<file path="src/rtl/fsba_map.svh">
// Constants for the front side bus address-phase host controller.
// Assumes inclusion by bare name from the rtl folder.
`ifndef FSBA_MAP_SVH
`define FSBA_MAP_SVH
// ----------------------------------------
// Address layout
// ----------------------------------------
`define FSBA_ADDR_HI      31
`define FSBA_ADDR_LO      3
`define FSBA_LOW_SPLIT    16
`define FSBA_HIGH_START   17
`define FSBA_A20_BIT      20
`define FSBA_REQ_W        5
// ----------------------------------------
// Reset values
// ----------------------------------------
`define FSBA_RST_STRAP    29'h0000000
// ----------------------------------------
// Bus clock selection codes
// ----------------------------------------
`define FSBA_BSEL_100     3'h1
`define FSBA_BSEL_133     3'h0
`endif

</file>
<file path="src/rtl/fsba_pkg.sv">
// Types for the front side bus address-phase host controller.
// Assumes the map header is included; the widths below are written as literals.
`include "fsba_map.svh"
package fsba_pkg;
	typedef enum logic [1:0] {
		FSBA_IDLE,
		FSBA_SUB1,
		FSBA_SUB2
	} fsba_phase_e;

	typedef struct packed {
		fsba_phase_e phase;
		logic        owner;
		logic [28:0] addr;
		logic [4:0]  req;
		logic [28:0] drive;
		logic [4:0]  req_drive;
		logic        ads;
		logic        stb;
		logic        drive_en;
		logic        strap_en;
		logic        priority_bus_request;
		logic        busy;
		logic        prio_done;
		logic        seen;
		logic [28:0] cap_addr;
		logic [4:0]  cap_req;
		logic [3:0]  bpm;
		logic [2:0]  bsel;
		logic        cap_valid;
	} fsba_state_s;
endpackage

</file>
<file path="src/rtl/fsba_host.sv">
// Host-side (high-priority agent) address phase and arbitration controller.
// Assumes all pins synchronous to mclk_i, which stands in for the bus clock.
// Function
// Address pins carry bits 31:3 only
// Sub-phase one address, sub-phase two type
// Strobe0 latches low bits, strobe1 high
// Hold straps on address until reset release
// Device masks bit 20; host observes (here the host drives bit20_mask_in_n_o)
// Mask asserted only in real mode
// Mask stable by target-ready of write
// Address strobe marks valid request
// Strobe starts decode and checking
// Block-next-request stalls new issue
// Device drives breakpoint monitor lines
// Device stops requests under priority
// Priority held until own requests done
// Device requests bus symmetrically
// Bus select picks 100 or 133 MHz
// All agents clocked on one bus clock
// Hash signals are active low
`timescale 1ns/1ps
`include "fsba_map.svh"
module fsba_host #(
	parameter logic [28:0] STRAP_VALUE = `FSBA_RST_STRAP
) (
	input  wire logic        mclk_i,
	input  wire logic        rst_i,
	input  wire logic        req_valid_i,
	input  wire logic [28:0] req_addr_i,
	input  wire logic [4:0]  req_type_i,
	input  wire logic        locked_i,
	input  wire logic        real_mode_i,
	input  wire logic        mask20_i,
	input  wire logic        io_write_i,
	output logic             req_ready_o,
	output logic             req_done_o,
	output logic [28:0]      addr_n_o,
	output logic [28:0]      addr_n_oe_o,
	input  wire logic [28:0] addr_n_i,
	output logic [4:0]       reqtype_n_o,
	output logic             reqtype_n_oe_o,
	input  wire logic [4:0]  reqtype_n_i,
	output logic             request_valid_strobe_n_o,
	output logic             request_valid_strobe_n_oe_o,
	input  wire logic        request_valid_strobe_n_i,
	output logic [1:0]       addr_source_strobes_n_o,
	output logic             addr_source_strobes_n_oe_o,
	input  wire logic [1:0]  addr_source_strobes_n_i,
	output logic             priority_bus_request_n_o,
	input  wire logic        block_next_request_n_i,
	input  wire logic        symmetric_bus_request_n_i,
	input  wire logic [3:0]  breakpoint_monitor_out_n_i,
	input  wire logic [2:0]  bus_freq_select_i,
	output logic             bit20_mask_in_n_o,
	output logic             target_ready_n_o,
	output logic [28:0]      snoop_addr_o,
	output logic [4:0]       snoop_type_o,
	output logic             snoop_valid_o,
	output logic [3:0]       bpm_o,
	output logic [2:0]       bsel_o,
	output logic             dev_req_o
);
	fsba_pkg::fsba_state_s st;
	fsba_pkg::fsba_state_s next_st;
	logic                  stall;
	logic                  can_issue;

	// ----------------------------------------
	// Arbitration
	// ----------------------------------------
	assign stall     = ~block_next_request_n_i;
	assign can_issue = (st.phase == fsba_pkg::FSBA_IDLE) && !stall && !st.strap_en;
	assign req_ready_o = can_issue && st.priority_bus_request && !st.busy;
	assign req_done_o  = st.prio_done;

	always_comb begin
		next_st = st;
		next_st.strap_en  = 1'b0;
		next_st.prio_done = 1'b0;
		next_st.ads       = 1'b0;
		next_st.seen      = 1'b0;
		next_st.bpm  = ~breakpoint_monitor_out_n_i;
		next_st.bsel = bus_freq_select_i;
		// Priority asserted whenever work is pending; released after done
		if (req_valid_i && !st.priority_bus_request && !st.busy)
			next_st.priority_bus_request = 1'b1;
		unique case (st.phase)
			fsba_pkg::FSBA_IDLE: begin
				next_st.drive_en = 1'b0;
				if (req_ready_o && req_valid_i) begin
					next_st.phase     = fsba_pkg::FSBA_SUB1;
					next_st.busy      = 1'b1;
					next_st.drive     = req_addr_i;
					next_st.req_drive = req_type_i;
					next_st.ads       = 1'b1;
					next_st.stb       = 1'b1;
					next_st.drive_en  = 1'b1;
					next_st.addr      = req_addr_i;
					next_st.req       = req_type_i;
				end
			end
			fsba_pkg::FSBA_SUB1: begin
				// Second sub-phase reuses the address pins for type info
				next_st.phase = fsba_pkg::FSBA_SUB2;
				next_st.drive = {24'h000000, st.req};
				next_st.stb   = 1'b0;
			end
			fsba_pkg::FSBA_SUB2: begin
				next_st.phase     = fsba_pkg::FSBA_IDLE;
				next_st.drive_en  = 1'b0;
				next_st.busy      = 1'b0;
				next_st.prio_done = 1'b1;
				// Release priority once no further request waits, unless locked_i holds it
				if (!req_valid_i || locked_i)
					next_st.priority_bus_request = locked_i;
			end
			default: next_st.phase = fsba_pkg::FSBA_IDLE;
		endcase
		// Observe any request from the device
		if (!request_valid_strobe_n_i && !st.drive_en) begin
			next_st.seen     = 1'b1;
			next_st.cap_addr = ~addr_n_i;
			next_st.cap_req  = ~reqtype_n_i;
		end
		// Valid follows the capture by one cycle, so the captured words have settled
		next_st.cap_valid = st.seen;
	end

	always_ff @(posedge mclk_i) begin
		if (rst_i) begin
			st           <= '0;
			st.phase     <= fsba_pkg::FSBA_IDLE;
			st.strap_en  <= 1'b1;
			st.drive     <= STRAP_VALUE;
			st.drive_en  <= 1'b1;
		end else begin
			st <= next_st;
		end
	end

	// ----------------------------------------
	// Pins (active low on the wire)
	// ----------------------------------------
	assign addr_n_o    = ~st.drive;
	assign addr_n_oe_o = {29{st.drive_en}};
	assign reqtype_n_o    = ~st.req_drive;
	assign reqtype_n_oe_o = st.drive_en && (st.phase == fsba_pkg::FSBA_SUB1);
	assign request_valid_strobe_n_o    = ~st.ads;
	assign request_valid_strobe_n_oe_o = st.drive_en && !st.strap_en;
	assign addr_source_strobes_n_o    = {2{~st.stb}};
	assign addr_source_strobes_n_oe_o = st.drive_en && !st.strap_en;
	assign priority_bus_request_n_o = ~st.priority_bus_request;
	// Mask only honoured in real mode; driven continuously, independent of target ready
	assign bit20_mask_in_n_o = ~(mask20_i && real_mode_i);
	assign target_ready_n_o  = ~(io_write_i && st.seen);
	assign snoop_addr_o  = st.cap_addr;
	assign snoop_type_o  = st.cap_req;
	assign snoop_valid_o = st.cap_valid;
	assign bpm_o    = st.bpm;
	assign bsel_o   = st.bsel;
	assign dev_req_o = ~symmetric_bus_request_n_i;
endmodule

</file>
<file path="config.mk">
export PLATFORM = sky130hd
export DESIGN_NAME = fsba_host
export DESIGN_NICKNAME = d
export VERILOG_FILES = /design/src/rtl/fsba_pkg.sv /design/src/rtl/fsba_host.sv
export VERILOG_INCLUDE_DIRS = /design/src /design/src/rtl
export SDC_FILE = /design/constraint.sdc
export NUM_CORES = 1
export LEC_CHECK = 0
export BUFFER_PORTS_ARGS = -buffer_cell sky130_fd_sc_hd__buf_4
export CAP_MARGIN = 40
export CORE_ASPECT_RATIO = 1.2
export CORE_UTILIZATION = 39
export DETAILED_ROUTE_END_ITERATION = 10
export PLACE_DENSITY = 0.85
export SYNTH_ARGS = -nofsm -noshare
export SYNTH_HDL_FRONTEND = slang
export SYNTH_SLANG_ARGS = --single-unit
</file>
<file path="constraint.sdc">
create_clock -name mclk_i -period 1.6 [get_ports mclk_i]
set_input_delay 0.16 -clock mclk_i [delete_from_list [all_inputs] [get_ports mclk_i]]
set_output_delay 0.16 -clock mclk_i [all_outputs]
set_load 0.03 [all_outputs]
</file>
==> impl_metrics.xml <==
<?xml version="1.0" encoding="UTF-8"?>
<metrics>
  <group name="floorplan">
    <metric name="start_util" unit="">0.4053</metric>
    <metric name="floorplan.die.width" unit="µm">88.58</metric>
    <metric name="num_io_pins" unit="">204</metric>
    <metric name="dieHeight" unit="µm">105.9</metric>
    <metric name="core.rowCount" unit="">37</metric>
    <metric name="fp.dieArea" unit="µm²">9381</metric>
    <metric name="core_area" unit="µm²">8657</metric>
  </group>
  <group name="timing">
    <metric name="finalWorstSetupSlack" unit="ns">-0.2294</metric>
    <metric name="max_clock_freq" unit="MHz">546.6</metric>
    <metric name="slew_headroom" unit="">0.6144</metric>
    <metric name="report.final.slew_viol_count" unit="">0</metric>
    <metric name="finalSetupViolCount" unit="">32</metric>
    <metric name="number_of_failing_hold_endpoints_at_the_final_stage" unit="">0</metric>
    <metric name="period_utilization" unit="">1.143</metric>
    <metric name="timing.final.crit_period" unit="ns">1.829</metric>
    <metric name="clock_skew" unit="ns">0.01140</metric>
    <metric name="measured_slew_at_the_worst_slew_check_pin" unit="ns">0.5771</metric>
    <metric name="grt_setup_unrepaired" unit="">yes</metric>
    <metric name="timing.hold.ws" unit="ns">0.02943</metric>
  </group>
  <group name="worst_setup_path">
    <metric name="cp_cell_sequence" unit="">or4b_4 &gt; buf_6 &gt; nor3b_2 &gt; buf_4</metric>
    <metric name="worst_setup_path_startpoint" unit="">st[119]$_SDFFE_PP0P_</metric>
    <metric name="ff2ff_path_depth" unit="">7</metric>
    <metric name="crit_path_max_fanout" unit="">2</metric>
    <metric name="worst_setup_path_start_kind" unit="">flip-flop</metric>
    <metric name="timing.critical_path.required" unit="ns">1.44</metric>
    <metric name="crit_type" unit="">flip-flop to output pin</metric>
    <metric name="cpMaxStageDelayCell" unit="">or4b_4</metric>
    <metric name="regToRegSetupSlack" unit="ns">-0.22</metric>
    <metric name="regToRegStartpoint" unit="">st[119]$_SDFFE_PP0P_</metric>
    <metric name="timing.critical_path.slowest_cell_delay" unit="ns">0.56</metric>
    <metric name="worstSetupEndpointType" unit="">output pin</metric>
    <metric name="cp-endpoint" unit="">req_ready_o</metric>
    <metric name="worstPathArrival" unit="ns">1.67</metric>
    <metric name="regToRegEndpoint" unit="">st[57]$_SDFFE_PP0P_</metric>
  </group>
  <group name="yosys">
    <metric name="netlist_instances" unit="">370</metric>
    <metric name="synth_fp_nets" unit="">457</metric>
    <metric name="netlist_area" unit="µm²">3508</metric>
    <metric name="synth_seq_cells" unit="">86</metric>
    <metric name="ys_seq_area_frac" unit="">0.4907</metric>
    <metric name="postSynthAreaPerCell" unit="µm²">9.482</metric>
    <metric name="synthDistinctLibCells" unit="">27</metric>
    <metric name="ys.warnings.count" unit="">0</metric>
  </group>
  <group name="pwr">
    <metric name="static_leakage_power" unit="nW">2.388</metric>
    <metric name="power_density" unit="nW/µm²">868.9</metric>
    <metric name="vdd_drop_max" unit="mV">0.4926</metric>
  </group>
  <group name="detailed_routing">
    <metric name="detailedRoute.firstPassIterationCount" unit="">6</metric>
    <metric name="drt_initial_violations" unit="">121</metric>
    <metric name="avgViaCountPerCell" unit="">4.659</metric>
    <metric name="wl" unit="µm">9765</metric>
    <metric name="antenna_violating_nets_post_route" unit="">0</metric>
    <metric name="detail_route.drc_violations" unit="">0</metric>
    <metric name="detail_route.wl_per_cell" unit="µm">14.42</metric>
    <metric name="num_vias" unit="">3154</metric>
  </group>
  <group name="global_routing">
    <metric name="grtUsageTotal" unit="">0.1939</metric>
    <metric name="number_of_global_route_vias_before_repair" unit="">3076</metric>
    <metric name="globalRouteOverflowTotal" unit="">0</metric>
    <metric name="grt_first_pass_wirelength" unit="µm">14040</metric>
    <metric name="grt_antenna_before_repair" unit="">0</metric>
    <metric name="maximum_number_of_pins_on_one_net_before_global_route_repair" unit="">57</metric>
  </group>
  <group name="placed_design">
    <metric name="detailedPlacementHpwl" unit="µm">6370</metric>
    <metric name="dp_area" unit="µm²">4687</metric>
    <metric name="port_buffer_cells" unit="">201</metric>
    <metric name="place_congestion" unit="">0.8279</metric>
  </group>
  <group name="final_layout">
    <metric name="number_of_antenna_repair_diodes" unit="">0</metric>
    <metric name="nets" unit="">642</metric>
    <metric name="synthToLayoutAreaGrowth" unit="%">55.03</metric>
    <metric name="post-route-cell-area" unit="µm²">5439</metric>
    <metric name="post_route_cells_drive_above_1_share" unit="">0.4518</metric>
  </group>
  <group name="outcome">
    <metric name="result_of_the_run" unit="">complete, but fails checks</metric>
    <metric name="violations" unit="">setup timing</metric>
  </group>
  <group name="clock_tree">
    <metric name="cts_root_cell" unit="">clkbuf_8</metric>
    <metric name="clk-insertion-delay-late" unit="ns">0.34</metric>
    <metric name="cts-root-to-sink-buffers" unit="">2</metric>
    <metric name="clock_tree_from_tritoncts" unit="">yes</metric>
    <metric name="cts_num_sinks" unit="">86</metric>
    <metric name="numCtsBuffers" unit="">9</metric>
    <metric name="cts.htree.levels" unit="">3</metric>
    <metric name="clkTransAtPathRegs" unit="ns">0.09</metric>
  </group>
  <group name="flow_run">
    <metric name="cap_violations" unit="">0</metric>
  </group>
  <group name="worst_hold_path">
    <metric name="hp-class" unit="">input pin to flip-flop</metric>
  </group>
</metrics>
## worst min-delay path by stage
| stage | depth (start not counted) | slack (ns) | from | to |
|---|---|---|---|---|
| 2_1_floorplan | 0 | 0.19 | rst_i | st[46]$_DFF_P_ |
| 3_3_place_gp | 2 | 0.32 | breakpoint_monitor_out_n_i[3] | bpm_o[3]$_SDFF_PP0_ |
| 3_5_place_dp | 2 | 0.32 | breakpoint_monitor_out_n_i[3] | bpm_o[3]$_SDFF_PP0_ |
| 4_1_cts | 2 | 0.006 | req_addr_i[16] | st[71]$_SDFFE_PP0P_ |
| 5_1_grt | 2 | 0.0009 | req_addr_i[19] | st[74]$_SDFFE_PP0P_ |
| 6_report | 2 | 0.03 | req_addr_i[19] | st[74]$_SDFFE_PP0P_ |
## sequential cells by signal, summed over array words and instances, names as in the netlist
register	count
bsel_o	3
next_st	1
snoop_valid_o	1
snoop_type_o	5
addr_n_oe_o	1
req_done_o	1
st	41
bpm_o	4
snoop_addr_o	29
## final cells by class
class,count,area [µm²]
Clock inverter,5,42.54
Multi-Input combinational cell,153,1035
Fill cell,637,3218
Inverter,38,142.6
Timing Repair Buffer,267,2205
Clock buffer,11,141.4
Tap cell,117,146.4
Sequential cell,86,1727
## placed cells by master (no fill, tap or decap), drive strengths merged, types with 3 or more instances in the layout
master and n:
nor2 41, nor3 4, a221o 5, a21oi 7
and2 6, inv 39, o21ai 7, clkbuf 13
nor2b 6, nand3 5, a211oi 35, dlygate4sd3 45
dfxtp 86, buf 220, a22o 24, clkinv 3
## worst max-delay path: cells and delay by family (launching register included)
family / cells / cell delay (ns)
buf+inv: 2 / 0.32
flops: 1 / 0.32
simple gates: 2 / 0.71
## where the power goes
part	switching [mW]	internal (mW)	total, mW
logic	0.552	0.488	1.04
registers	0.0636	2.23	2.29
clock network	0.770	0.622	1.39
total	1.39	3.34	4.73
## routing by layer
metal  vias up  track usage  wire length, µm
li1       1534            -                -
met1      1456       0.1968             3728
met3        16      0.05435              671
met5         -            0                0
met2       148       0.3599             5197
met4         0      0.08295              167
## kinds of logic (layout without fill, tap and decap cells)
group,count (synthesis),after routing,share of synthesized area
compound gates,80,80,0.1747
flops,86,86,0.4907
buf+inv,131,321,0.2268
simple gates,73,73,0.1077
## per-stage QoR
stage	util	setup TNS, ns	setup WS, ns	total power [mW]	cells
after floorplan	-	-0.02744	-0.02744	2.966	370
after detailed placement	0.5414	-0.1772	-0.02578	3.268	610
after CTS	0.6137	-1.510	-0.2509	4.752	669
after global placement	0.5414	-0.007269	-0.007269	3.246	610
after global routing	0.6283	-7.177	-0.2833	4.955	677
final	0.6283	-6.259	-0.2294	4.726	677
## what timing repair did
action	CTS	global route
cloned	0	3
pin swaps	1	3
setup buffers	1	2
endpoints found under the hold margin	42	3
resized for setup	5	10
hold buffers	42	3
endpoints found under the setup margin	33	32
## Yosys cell counts, drive strengths merged
cell type,n,share of area
a211oi,35,0.075
a21oi,7,0.010
a221o,5,0.016
a22o,24,0.060
a22oi,1,0.0021
a31oi,1,0.0018
and2,6,0.011
and3b,1,0.0025
buf,82,0.17
clkbuf,11,0.012
dfxtp,86,0.49
inv,38,0.041
nand2,2,0.0021
nand2b,2,0.0036
nand3,5,0.0071
nand3b,2,0.0043
nor2,41,0.044
nor2b,6,0.011
nor3,4,0.0089
nor3b,2,0.0043
nor4b,1,0.0068
o21ai,7,0.010
or4b,1,0.0029
Note: power is estimated with default switching activity, not from simulation.
